==> src/rtl/pit_cfg.svh <==
`ifndef PIT_CFG_SVH
`define PIT_CFG_SVH
`define PIT_A_CTRL       4'h0
`define PIT_A_INTERVAL   4'h1
`define PIT_A_COUNT      4'h2
`define PIT_A_STATUS     4'h3
`define PIT_A_IRQ_STAT   4'h4
`define PIT_A_IRQ_MASK   4'h5
`define PIT_A_PW_ENTRY   4'h6
`define PIT_A_PW_NEW     4'h7
`define PIT_A_SER_UP     4'h8
`define PIT_A_SER_LO     4'h9
`define PIT_A_SETPOINT   4'ha
`define PIT_F_MODE_LSB   0
`define PIT_F_BASE       3
`define PIT_F_END_ACT    4
`define PIT_F_DISP_EN    5
`define PIT_F_RUN        6
`define PIT_CTRL_RST     16'h0040
`define PIT_PW_RST       16'h1111
`define PIT_CLK_HZ       100000000
`define PIT_SEC_CYC      (`PIT_CLK_HZ)
`define PIT_MIN_S        60
`define PIT_LOCK_MIN     10
// Widened first: the 32-bit product would overflow
`define PIT_LOCK_CYC     (36'(`PIT_LOCK_MIN) * 36'(`PIT_MIN_S) * 36'(`PIT_CLK_HZ))
`define PIT_MAX_FAIL     3'h5
`endif

==> src/rtl/pit_pkg.sv <==
package pit_pkg;
  typedef enum logic [2:0] {
    pit_mode_off   = 3'b000,
    pit_mode_sp    = 3'b001,
    pit_mode_key   = 3'b010,
    pit_mode_run   = 3'b011,
    pit_mode_kss   = 3'b100
  } pit_mode_type;
  typedef enum logic [1:0] {
    pit_st_idle    = 2'b00,
    pit_st_count   = 2'b01,
    pit_st_stopped = 2'b10,
    pit_st_done    = 2'b11
  } pit_state_type;
endpackage

==> src/rtl/pit_tick.sv <==
`include "pit_cfg.svh"
module pit_tick #(
  parameter logic [31:0] SEC_CYC = `PIT_SEC_CYC
) (
  input  wire logic mclk,
  input  wire logic rst,
  input  wire logic ce,
  input  wire logic clr,
  input  wire logic minutes,
  output logic      tick
);
  logic [31:0] cyc_q;
  logic [5:0]  sec_q;
  wire         sec_end = (cyc_q == SEC_CYC - 32'h1);
  wire         min_end = (sec_q == 6'(`PIT_MIN_S - 1));
  // One unit per second or per minute
  assign tick = ce & sec_end & (~minutes | min_end);
  always_ff @(posedge mclk or posedge rst) begin
    if (rst) begin
      cyc_q <= 32'h0;
      sec_q <= 6'h0;
    end else if (ce) begin
      cyc_q <= (clr | sec_end) ? 32'h0 : cyc_q + 32'h1;
      if (clr) sec_q <= 6'h0;
      else if (sec_end) sec_q <= min_end ? 6'h0 : sec_q + 6'h1;
    end
  end
endmodule // pit_tick

==> src/rtl/pit_pw.sv <==
`include "pit_cfg.svh"
module pit_pw #(
  parameter logic [35:0] LOCK_CYC = 36'(`PIT_LOCK_CYC)
) (
  input  wire logic        mclk,
  input  wire logic        rst,
  input  wire logic        ce,
  input  wire logic        try_v,
  input  wire logic [15:0] try_val,
  input  wire logic        new_v,
  input  wire logic [15:0] new_val,
  output logic             unlocked,
  output logic             blocked,
  output logic             fail_ev
);
  logic [15:0] pw_q;
  logic [2:0]  fails_q;
  logic [35:0] lock_q;
  logic        unl_q;
  wire         good = try_val == pw_q;
  wire         take = try_v & ~blocked;
  assign blocked  = lock_q != 36'h0;
  assign unlocked = unl_q;
  assign fail_ev  = ce & take & ~good;
  always_ff @(posedge mclk or posedge rst) begin
    if (rst) begin
      pw_q    <= `PIT_PW_RST;
      fails_q <= 3'h0;
      lock_q  <= 36'h0;
      unl_q   <= 1'b0;
    end else if (ce) begin
      if (new_v && unl_q && new_val != 16'h0) pw_q <= new_val;
      if (blocked) lock_q <= lock_q - 36'h1;
      if (take) begin
        unl_q <= good;
        if (good) fails_q <= 3'h0;
        else if (fails_q == `PIT_MAX_FAIL - 3'h1) begin
          fails_q <= 3'h0;
          lock_q  <= LOCK_CYC;
        end else fails_q <= fails_q + 3'h1;
      end
    end
  end
endmodule // pit_pw

==> src/rtl/pit_top.sv <==
// Function
// Mode off: timer idle, no control effect
// Setpoint mode: start when value reaches setpoint
// Key mode: press starts, later press restarts
// Run mode: start when control becomes enabled
// Start-stop mode: start, stop, restart cycle
// Interval counted in seconds or minutes
// One time base shared by all intervals
// End action none: run unchanged
// End action disable: clear run at expiry
// Display option shows or hides interval
// Mode off hides other timer settings
// New password zero keeps old password
// Serial number read as two halves
// Password entry precedes protected levels
// Five wrong passwords block ten minutes
// Key press taken once per edge
// Count per tick, one-cycle expiry pulse
`include "pit_cfg.svh"
module pit_top #(
  parameter logic [31:0] SEC_CYC    = `PIT_SEC_CYC,
  parameter logic [35:0] LOCK_CYC   = 36'(`PIT_LOCK_CYC),
  parameter logic [15:0] SERIAL_UP  = 16'h1234, // Arbitrary value
  parameter logic [15:0] SERIAL_LO  = 16'h5678  // Arbitrary value
) (
  input  wire logic        mclk,
  input  wire logic        rst,
  input  wire logic        ce,
  input  wire logic [3:0]  addr,
  input  wire logic [15:0] wdata,
  input  wire logic        wr,
  input  wire logic        rd,
  output logic      [15:0] rdata,
  input  wire logic [15:0] process_value,
  input  wire logic        func_key,
  output logic             control_run,
  output logic             timer_expired,
  output logic             interval_visible,
  output logic             irq
);
  logic [15:0]           ctrl_q;
  logic [15:0]           timer_interval_q;
  logic [15:0]           setpoint_value_q;
  logic [15:0]           count_q;
  logic [15:0]           rdata_q;
  logic [2:0]            ist_q;
  logic [2:0]            imask_q;
  logic                  key_q;
  logic                  reached_q;
  logic                  run_prev_q;
  logic                  exp_q;
  pit_pkg::pit_state_type st_q;
  pit_pkg::pit_state_type st_d;

  wire pit_pkg::pit_mode_type mode = pit_pkg::pit_mode_type'(ctrl_q[`PIT_F_MODE_LSB +: 3]);
  wire        minutes  = ctrl_q[`PIT_F_BASE];
  wire        end_dis  = ctrl_q[`PIT_F_END_ACT];
  wire        run      = ctrl_q[`PIT_F_RUN];
  wire        timer_on = (mode != pit_pkg::pit_mode_off);
  wire        wr_ctrl  = wr & (addr == `PIT_A_CTRL);
  wire        wr_intv  = wr & (addr == `PIT_A_INTERVAL) & timer_on;
  wire        wr_imask = wr & (addr == `PIT_A_IRQ_MASK);
  wire        wr_sp    = wr & (addr == `PIT_A_SETPOINT);
  wire        rd_ist   = rd & (addr == `PIT_A_IRQ_STAT);
  wire        key_ev   = func_key & ~key_q;
  wire        reached  = process_value >= setpoint_value_q;
  wire        sp_ev    = reached & ~reached_q;
  wire        run_ev   = run & ~run_prev_q;
  wire        tick;
  wire        expire   = (st_q == pit_pkg::pit_st_count) & tick &
                         (count_q + 16'h1 >= timer_interval_q);
  wire        unlocked;
  wire        blocked;
  wire        fail_ev;
  wire        restart;

  pit_tick #(.SEC_CYC(SEC_CYC)) u_tick (
    .mclk    (mclk),
    .rst     (rst),
    .ce      (ce),
    .clr     (restart),
    .minutes (minutes),
    .tick    (tick)
  );

  // Password entry gates protected writes
  pit_pw #(.LOCK_CYC(LOCK_CYC)) u_pw (
    .mclk     (mclk),
    .rst      (rst),
    .ce       (ce),
    .try_v    (wr & (addr == `PIT_A_PW_ENTRY)),
    .try_val  (wdata),
    .new_v    (wr & (addr == `PIT_A_PW_NEW)),
    .new_val  (wdata),
    .unlocked (unlocked),
    .blocked  (blocked),
    .fail_ev  (fail_ev)
  );

  // Trigger selection per mode
  always_comb begin
    st_d = st_q;
    unique case (mode)
      pit_pkg::pit_mode_sp:  if (sp_ev) st_d = pit_pkg::pit_st_count;
      pit_pkg::pit_mode_key: if (key_ev) st_d = pit_pkg::pit_st_count;
      pit_pkg::pit_mode_run: if (run_ev) st_d = pit_pkg::pit_st_count;
      pit_pkg::pit_mode_kss: if (key_ev) begin
        unique case (st_q)
          pit_pkg::pit_st_count:   st_d = pit_pkg::pit_st_stopped;
          pit_pkg::pit_st_stopped: st_d = pit_pkg::pit_st_count;
          pit_pkg::pit_st_idle,
          pit_pkg::pit_st_done:    st_d = pit_pkg::pit_st_count;
        endcase
      end
      default:               st_d = pit_pkg::pit_st_idle;
    endcase
    if (expire && st_d == pit_pkg::pit_st_count && st_q == pit_pkg::pit_st_count)
      st_d = pit_pkg::pit_st_done;
  end

  // Restart clears count; a stopped-to-count resume also restarts
  assign restart = (st_d == pit_pkg::pit_st_count) &&
                   (key_ev | sp_ev | run_ev) && timer_on &&
                   !(mode == pit_pkg::pit_mode_kss && st_q == pit_pkg::pit_st_count);

  always_ff @(posedge mclk or posedge rst) begin
    if (rst) begin
      st_q       <= pit_pkg::pit_st_idle;
      count_q    <= 16'h0;
      key_q      <= 1'b0;
      reached_q  <= 1'b0;
      run_prev_q <= 1'b0;
      exp_q      <= 1'b0;
    end else if (ce) begin
      st_q       <= st_d;
      key_q      <= func_key;
      reached_q  <= reached;
      run_prev_q <= run;
      exp_q      <= expire;
      if (restart) count_q <= 16'h0;
      else if (st_q == pit_pkg::pit_st_count && tick) count_q <= count_q + 16'h1;
    end
  end

  // Control register; expiry may drop run, and that clear wins over a same-cycle control write
  always_ff @(posedge mclk or posedge rst) begin
    if (rst) begin
      ctrl_q           <= `PIT_CTRL_RST;
      timer_interval_q <= 16'h0;
      setpoint_value_q <= 16'h0;
      imask_q          <= 3'h0;
    end else if (ce) begin
      if (wr_ctrl && unlocked) ctrl_q <= {9'h0, wdata[6:0]};
      if (expire && end_dis && timer_on) ctrl_q[`PIT_F_RUN] <= 1'b0;
      if (wr_intv && unlocked) timer_interval_q <= wdata;
      if (wr_sp) setpoint_value_q <= wdata;
      if (wr_imask) imask_q <= wdata[2:0];
    end
  end

  // Sticky events: expiry, password fail, lockout; set wins over read clear
  always_ff @(posedge mclk or posedge rst) begin
    if (rst) ist_q <= 3'h0;
    else if (ce) ist_q <= (rd_ist ? 3'h0 : ist_q) | {blocked, fail_ev, expire};
  end

  // Hidden items read zero
  wire [15:0] intv_view = (timer_on && ctrl_q[`PIT_F_DISP_EN]) ? timer_interval_q : 16'h0;
  wire [15:0] rd_mux =
    (addr == `PIT_A_CTRL)     ? ctrl_q :
    (addr == `PIT_A_INTERVAL) ? intv_view :
    (addr == `PIT_A_COUNT)    ? (timer_on ? count_q : 16'h0) :
    (addr == `PIT_A_STATUS)   ? {11'h0, blocked, unlocked, exp_q, st_q} :
    (addr == `PIT_A_IRQ_STAT) ? {13'h0, ist_q} :
    (addr == `PIT_A_IRQ_MASK) ? {13'h0, imask_q} :
    (addr == `PIT_A_SER_UP)   ? SERIAL_UP :
    (addr == `PIT_A_SER_LO)   ? SERIAL_LO :
    (addr == `PIT_A_SETPOINT) ? setpoint_value_q : 16'h0;

  always_ff @(posedge mclk or posedge rst) begin
    if (rst) rdata_q <= 16'h0;
    else if (ce && rd) rdata_q <= rd_mux;
  end

  assign rdata            = rdata_q;
  assign control_run      = run;
  assign timer_expired    = exp_q;
  assign interval_visible = timer_on & ctrl_q[`PIT_F_DISP_EN];
  assign irq              = |(ist_q & imask_q);

  chk_expiry_pulse: assert property (@(posedge mclk) disable iff (rst)
    exp_q |=> !exp_q) else $error("expiry longer than one cycle");
  chk_off_idle: assert property (@(posedge mclk) disable iff (rst)
    ce && !timer_on |=> st_q == pit_pkg::pit_st_idle) else $error("timer runs while off");
  chk_end_disable: assert property (@(posedge mclk) disable iff (rst)
    ce && expire && end_dis && timer_on |=> !control_run) else $error("run kept");
  chk_end_keep: assert property (@(posedge mclk) disable iff (rst)
    ce && expire && !end_dis && !wr_ctrl |=> control_run == $past(run)) else $error("run changed");
  chk_key_edge: assert property (@(posedge mclk) disable iff (rst)
    ce && mode == pit_pkg::pit_mode_key && key_ev |=> st_q == pit_pkg::pit_st_count && count_q == 16'h0) else $error("key no restart");
  chk_kss_stop: assert property (@(posedge mclk) disable iff (rst)
    ce && mode == pit_pkg::pit_mode_kss && key_ev && st_q == pit_pkg::pit_st_count
    |=> st_q == pit_pkg::pit_st_stopped) else $error("no stop");
  chk_sp_start: assert property (@(posedge mclk) disable iff (rst)
    ce && mode == pit_pkg::pit_mode_sp && sp_ev |=> st_q == pit_pkg::pit_st_count) else $error("sp no start");
  chk_run_start: assert property (@(posedge mclk) disable iff (rst)
    ce && mode == pit_pkg::pit_mode_run && run_ev |=> st_q == pit_pkg::pit_st_count) else $error("run no start");
  chk_hidden_zero: assert property (@(posedge mclk) disable iff (rst)
    ce && rd && addr == `PIT_A_INTERVAL && !interval_visible |=> rdata == 16'h0) else $error("hidden read");
  cov_expire: cover property (@(posedge mclk) disable iff (rst) exp_q);
  cov_kss_resume: cover property (@(posedge mclk) disable iff (rst)
    st_q == pit_pkg::pit_st_stopped ##1 st_q == pit_pkg::pit_st_count);
  cov_lock: cover property (@(posedge mclk) disable iff (rst) $rose(blocked));
endmodule // pit_top

==> config.mk <==
export PLATFORM = sky130hd
export DESIGN_NAME = pit_top
export DESIGN_NICKNAME = d
export VERILOG_FILES = /design/src/rtl/pit_pkg.sv /design/src/rtl/pit_tick.sv /design/src/rtl/pit_pw.sv /design/src/rtl/pit_top.sv
export VERILOG_INCLUDE_DIRS = /design/src /design/src/rtl
export SDC_FILE = /design/constraint.sdc
export NUM_CORES = 1
export LEC_CHECK = 0
export ABC_AREA = 1
export BUFFER_PORTS_ARGS = -buffer_cell sky130_fd_sc_hd__buf_2
export CAP_MARGIN = 0
export CORE_ASPECT_RATIO = 1.1
export CORE_MARGIN = 2
export CORE_UTILIZATION = 30
export CTS_BUF_LIST = sky130_fd_sc_hd__clkbuf_16
export DETAILED_ROUTE_END_ITERATION = 10
export HOLD_SLACK_MARGIN = 0.08
export PLACE_DENSITY = 0.54
export SKIP_LAST_GASP = 1
export SYNTH_ARGS = -nofsm -noshare
export SYNTH_HDL_FRONTEND = slang
export SYNTH_SLANG_ARGS = --single-unit
==> constraint.sdc <==
create_clock -name mclk -period 9.2 [get_ports mclk]
set_input_delay 0.92 -clock mclk [delete_from_list [all_inputs] [get_ports mclk]]
set_output_delay 0.92 -clock mclk [all_outputs]
set_load 0.02 [all_outputs]
==> results of run 1 <==
## cells by family (layout without fill, tap and decap cells)
| family | after synthesis | in the layout | share of synthesized area (%) |
|---|---|---|---|
| buf+inv | 221 | 286 | 8.39 |
| flops | 177 | 177 | 42.8 |
| fa+ha+maj | 39 | 39 | 4.71 |
| xor+xnor | 69 | 69 | 5.83 |
| other cells | 0 | 3 | 0 |
| compound gates | 218 | 218 | 11.7 |
| simple gates | 599 | 599 | 26.6 |
## cells in the mapped netlist (all sizes together), types with 5 or more instances
library cell / instances / area share (%)
buf: 7 / 0.62
inv: 189 / 6.9
o221ai: 5 / 0.42
or2: 10 / 0.60
nor4: 18 / 1.1
nand3b: 6 / 0.43
dfrtp: 172 / 42
ha: 39 / 4.7
xor2: 48 / 4.1
a221oi: 5 / 0.42
clkbuf: 24 / 0.87
o21ai: 117 / 5.7
nand2: 301 / 12
xnor2: 21 / 1.8
nor3: 35 / 2.0
nand3: 71 / 3.5
nor2: 117 / 4.6
nand4: 37 / 2.4
a21oi: 62 / 3.0
dfstp: 5 / 1.3
## path summary, 6_finish.rpt
path,end,startpoint
worst max-delay path,u_tick.sec_q[4],count_q[0]
worst min-delay path,u_pw.lock_q[4],u_pw.lock_q[4]
worst max register to register,u_tick.sec_q[4],count_q[0]
worst min register to register,u_pw.lock_q[4],u_pw.lock_q[4]
max in group asynchronous,u_pw.lock_q[27],rst
min in group asynchronous,u_tick.sec_q[1],rst
## flip-flops by register name (all words and copies together) (netlist names), 6 cells and up
signal and count:
setpoint_value_q 16, ctrl_q 7, rdata 16, timer_interval_q 16, u_tick.cyc_q 32, count_q 16
u_tick.sec_q 6, u_pw.lock_q 36, u_pw.pw_q 16
## layer usage
layer,vias to the layer above,global-route usage (%),routed length [µm]
li1,4439,-,-
met2,140,25.1,12200
met1,4142,22.1,13500
met4,0,6.02,670
met3,40,2.23,741
met5,-,0,0
## where the power goes
group / switching [µW] / leakage (µW) / internal, µW / total, µW
Sequential: 92.2 / 0.00230 / 891 / 984
Clock: 339 / 0.000284 / 377 / 716
Combinational: 297 / 0.00319 / 153 / 450
Total: 728 / 0.00577 / 1420 / 2150
## critical path, delay by kind of cell (launching register included)
kind | cells | cell delay, ps
XOR/XNOR | 1 | 170
flip-flops | 1 | 440
adder cells (fa/ha/maj) | 1 | 290
AO/OA/AOI/OAI | 3 | 340
AND/OR/NAND/NOR | 14 | 2510
## per-stage QoR
stage | hold WS (ps) | total power (µW) | worst slack (ps) | utilization [%]
2_1_floorplan | 442 | 1310 | 3490 | -
3_3_place_gp | 458 | 1440 | 5360 | 32.5
3_5_place_dp | 460 | 1450 | 5280 | 32.5
4_1_cts | 475 | 2180 | 5270 | 34.2
5_1_grt | 499 | 2290 | 4850 | 34.2
6_report | 473 | 2150 | 5310 | 34.2
## cell type report
type	instances	share of cell area, %
Tap cell	438	4.70
Antenna cell	3	0.0644
Timing Repair Buffer	64	2.81
Inverter	190	6.18
Clock inverter	15	1.14
Clock buffer	17	3.65
Sequential cell	177	38.0
Multi-Input combinational cell	925	43.4
==> results_dict.tcl, run 1 <==
set metrics [dict create \
    synthFlopType "dfrtp_1" \
    worstSetupStartpointType "flop" \
    rsz0062_at_grt "no" \
    hpwl_mm 20.3 \
    grt_pass1_vias 8536 \
    multi_input_area_mm2 0.00506 \
    fin_nets 1456 \
    cellPowerDensity_mw_per_mm2 184 \
    grt_start_max_net_pins 101 \
    io_pins 62 \
    peakVddDrop_mv 0.129 \
    worstSetupPathType "reg -> reg" \
    synth_cells 1323 \
    setup_tns_ps 0 \
    post-cts-setup-buffers 0 \
    finalHoldViolCount 0 \
    min_period_over_period_pct 42.3 \
    cts_hold_buf 0 \
    synth_nets 1404 \
    r2r_slack_ps 5310 \
    fmax_mhz 257 \
    root_buffer "clkbuf_16" \
    critPathRequiredTime_ps 9530 \
    dpl_cell_area_mm2 0.0111 \
    ant_nets 0 \
    layoutNonFillerInstCount 1829 \
    synth.cell_area_mm2 0.0104 \
    timing.critical_path.mode_cell "nand3_1" \
    grt_pass1_wl_mm 45.5 \
    syn_area_per_cell_um2 7.83 \
    clk_path_buf_depth 2 \
    cts_resized 0 \
    drc 0 \
    design_area_mm2 0.0117 \
    status "finished, final reports clean" \
    synth_seq_cells 177 \
    critPathArrivalTime_ps 4210 \
    fillers 3651 \
    grt_overflow 0 \
    start_util_pct 30.4 \
    antenna_found_initial 3 \
    viasPerCell 4.79 \
    maxCapViolCount 0 \
    reg2regPathDepth 19 \
    drive_gt1_share_pct 11.2 \
    firstDrtPassIters 5 \
    power_leakage_uw 0.00577 \
    dieArea_mm2 0.0360 \
    routed_wirelength_mm 27.1 \
    clk_pin_slew_worst_paths_ps 70 \
    dp.cells 1794 \
    rows 71 \
    htreeDepth 4 \
    period_needed_ps 3890 \
    mostFrequentLayoutCell "nand2_1" \
    wl_per_cell_um 14.8 \
    finalClockSkew_ps 14.4 \
    relSlewSlack_pct 29.9 \
    cpPeakStageDelay_ps 440 \
    slowest_stage "dfrtp_1" \
    critPathMaxFanout 33 \
    syn2layout_area_growth_pct 12.5 \
    worst_pin_slew_ps 1050 \
    final-setup-viol-count 0 \
    seq_area_mm2 0.00444 \
    final_cell_mix "nand2_1 (281), inv_1 (182), dfrtp_1 (172), o21ai_0 (114), nor2_1 (110)" \
    crit_chain "nand3_1 > nor3_2 > nand3_1 > nor3_2 > nand3_1 > nor3_2 > nand3_1 > xor2_1 > ha_1 > a21oi_1 > o21ai_0 > a21oi_1 > nand3_1 > nand4_1 > nand4_4 > nand2_4 > nand2_1 > nand2_1 > nand2_1" \
    grt_util_all_layers_pct 15.9 \
    core_mm2 0.0341 \
    min_delay_path_depth 1 \
    die_y_um 199 \
    ys_types 59 \
    clock_latency_ps 450 \
    drt-initial-drc-count 686 \
    ys_async_sr_fraction_pct 100 \
    endpoint_kind "flop" \
    yosysWarnings 0 \
    tritoncts "done" \
    gp_congestion 0.869 \
    cts_sinks 177 \
    cts_inserted_buffers 17 \
    die_x_um 181 \
    vias 8761 \
    hold_path.class "reg -> reg" \
    slew_viol_final 0 \
    io_buffers 61 \
    synth_edf_count 0 \
    ys_seq_area_share_pct 42.8 \
]
No activity file was read; power rests on OpenSTA's default activity.
==> run 2: changes to the inputs <==
Clock period 9.2 ns to 4.1 ns, I/O delays scaled along.
==> results_dict.tcl, run 2 (synthesis results as in run 1) <==
set metrics [dict create \
    endpoint_kind "flop" \
    rows 71 \
    seqPwrFrac_pct 45.0 \
    vias 8770 \
    regMostFlops "u_pw.lock_q" \
    multi_input_area_mm2 0.00509 \
    slew_viol_final 0 \
    core_mm2 0.0341 \
    min_delay_path_depth 3 \
    clock_latency_ps 450 \
    io_pins 62 \
    htreeDepth 4 \
    reg_top3 "u_pw.lock_q x36, u_tick.cyc_q x32" \
    fin_util_pct 34.6 \
    antenna_found_initial 2 \
    p_sw_share_pct 33.3 \
    cellPowerDensity_mw_per_mm2 415 \
    intPower_uw 3270 \
    worstHoldStart "func_key" \
    min_period_over_period_pct 88.5 \
    critPathArrivalTime_ps 4000 \
    wl_per_cell_um 14.9 \
    hold_slack_ps 226 \
    viasPerCell 4.77 \
    grt_pass1_wl_mm 45.3 \
    regToRegEndpoint "u_tick.cyc_q[0]" \
    fmax_mhz 276 \
    design_area_mm2 0.0118 \
    critPathMaxFanout 12 \
    period_needed_ps 3630 \
    gr-max-usage-layer "met2" \
    status "finished, final reports clean" \
    die_y_um 199 \
    hpwl_mm 20.4 \
    ant_nets 0 \
    cts_sinks 177 \
    r2r_slack_ps 470 \
    start_util_pct 30.4 \
    fin_nets 1467 \
    root_buffer "clkbuf_16" \
    use_met3_pct 2.38 \
    seq_area_mm2 0.00444 \
    dieArea_mm2 0.0360 \
    setup_tns_ps 0 \
    finalHoldViolCount 0 \
    gp_congestion 0.868 \
    layoutNonFillerInstCount 1839 \
    largest_reg_flops 36 \
    relSlewSlack_pct 39.6 \
    power_frac_clock_pct 33.4 \
    grt_start_max_net_pins 165 \
    dp.cells 1799 \
    worstSetupPathType "reg -> reg" \
    finalClockSkew_ps 15.1 \
    drt-initial-drc-count 662 \
    final-setup-viol-count 0 \
    tritoncts "done" \
    use_met2_pct 25.3 \
    timing.rr.start "count_q[0]" \
    syn2layout_area_growth_pct 13.8 \
    grt_overflow 0 \
    clk_path_buf_depth 2 \
    reg2regPathDepth 19 \
    grt_pass1_vias 8511 \
    cts_inserted_buffers 17 \
    hold_path_end "key_q" \
    maxCapViolCount 0 \
    grt_util_all_layers_pct 15.8 \
    die_x_um 181 \
    firstDrtPassIters 5 \
    power_leakage_uw 0.00584 \
    peakVddDrop_mv 0.290 \
    drive_gt1_share_pct 11.9 \
    switching_power_uw 1630 \
    routed_wirelength_mm 27.4 \
    mostFrequentLayoutCell "nand2_1" \
    clk_pin_slew_worst_paths_ps 80 \
    worst_pin_slew_ps 903 \
    worstSetupStartpointType "flop" \
    critPathRequiredTime_ps 4470 \
    p_comb_share_pct 21.5 \
    hold_path.class "in -> reg" \
    use_met1_pct 22.2 \
    dpl_cell_area_mm2 0.0111 \
    fillers 3623 \
    final_cell_mix "nand2_1 (281), inv_1 (183), dfrtp_1 (172), o21ai_0 (114), nor2_1 (110)" \
    io_buffers 61 \
    drc 0 \
    rsz0062_at_grt "no" \
]
[run 2: cell count changes in the layout (fill, tap and decap cells not counted), sizes merged]
cell	before	now
bufinv	1	2
nand2	301	302
clkinv	5	7
diode	3	2
clkinvlp	1	2
inv	198	194
dlygate4sd3	0	1
buf	64	73
[run 2: stage by stage]
step / power, µW / setup slack, ps
final: 4900 / 473
after CTS: 4910 / 282
after floorplan: 2950 / 999
after detailed placement: 3260 / 345
after global placement: 3240 / 429
after global routing: 5220 / 75.2
[run 2: metal layers]
layer	routed length (µm)	share of wire, %
met1	13700	50
met3	764	2.8
met5	0	0
met2	12600	46
met4	412	1.5
[run 2: final cells by class]
cell class,instances,share of cell area (%)
antenna,2,0.0424
clock buffer,17,3.61
clock inverter,15,1.24
inverter,190,6.10
multi-input combinational,926,43.2
sequential,177,37.6
tap,438,4.65
timing repair buffer,74,3.54
[run 2: power groups by stage]
stage | registers, µW | logic [µW] | clock network (µW)
finish | 2210 | 1050 | 1640
global route | 2240 | 1220 | 1760
floorplan | 2200 | 750 | 0
global placement | 2230 | 1010 | 0
CTS | 2210 | 1030 | 1670
detailed placement | 2230 | 1030 | 0
[run 2: critical path: stages (launching register included)]
cell and delay [ps]:
dfrtp_1 450, ha_1 220, nand3_1 120, nor2_1 170, nand3_1 130, nor2_1 170, nand3_1 130, nor3_1 200
xnor2_1 140, inv_1 80, ha_1 270, nand2_1 70, nor3_1 270, nand3_1 120, nand3_1 160, nand4_1 180
nand4_4 210, buf_4 160, nand2_4 120, o21ai_1 170
[run 2: how the worst max path moves through the flow]
stage                                  end  slack, ps       start  cells past startpoint
final                      u_tick.cyc_q[0]        470  count_q[0]                     19
after CTS                 u_tick.cyc_q[31]        280  count_q[0]                     19
after detailed placement  u_tick.cyc_q[31]        350  count_q[0]                     19
after global placement    u_tick.cyc_q[29]        430  count_q[0]                     19
after floorplan           u_tick.cyc_q[22]       1000  count_q[0]                     19
after global routing            count_q[7]         80  count_q[0]                     21
[run 2: timing repair]
| item | in CTS | in global routing |
|---|---|---|
| endpoints found under the hold margin | 13 | 0 |
| gates resized for setup | 0 | 3 |
| hold buffers | 1 | 0 |
| setup buffers | 0 | 4 |
| setup endpoints to repair | 0 | 32 |
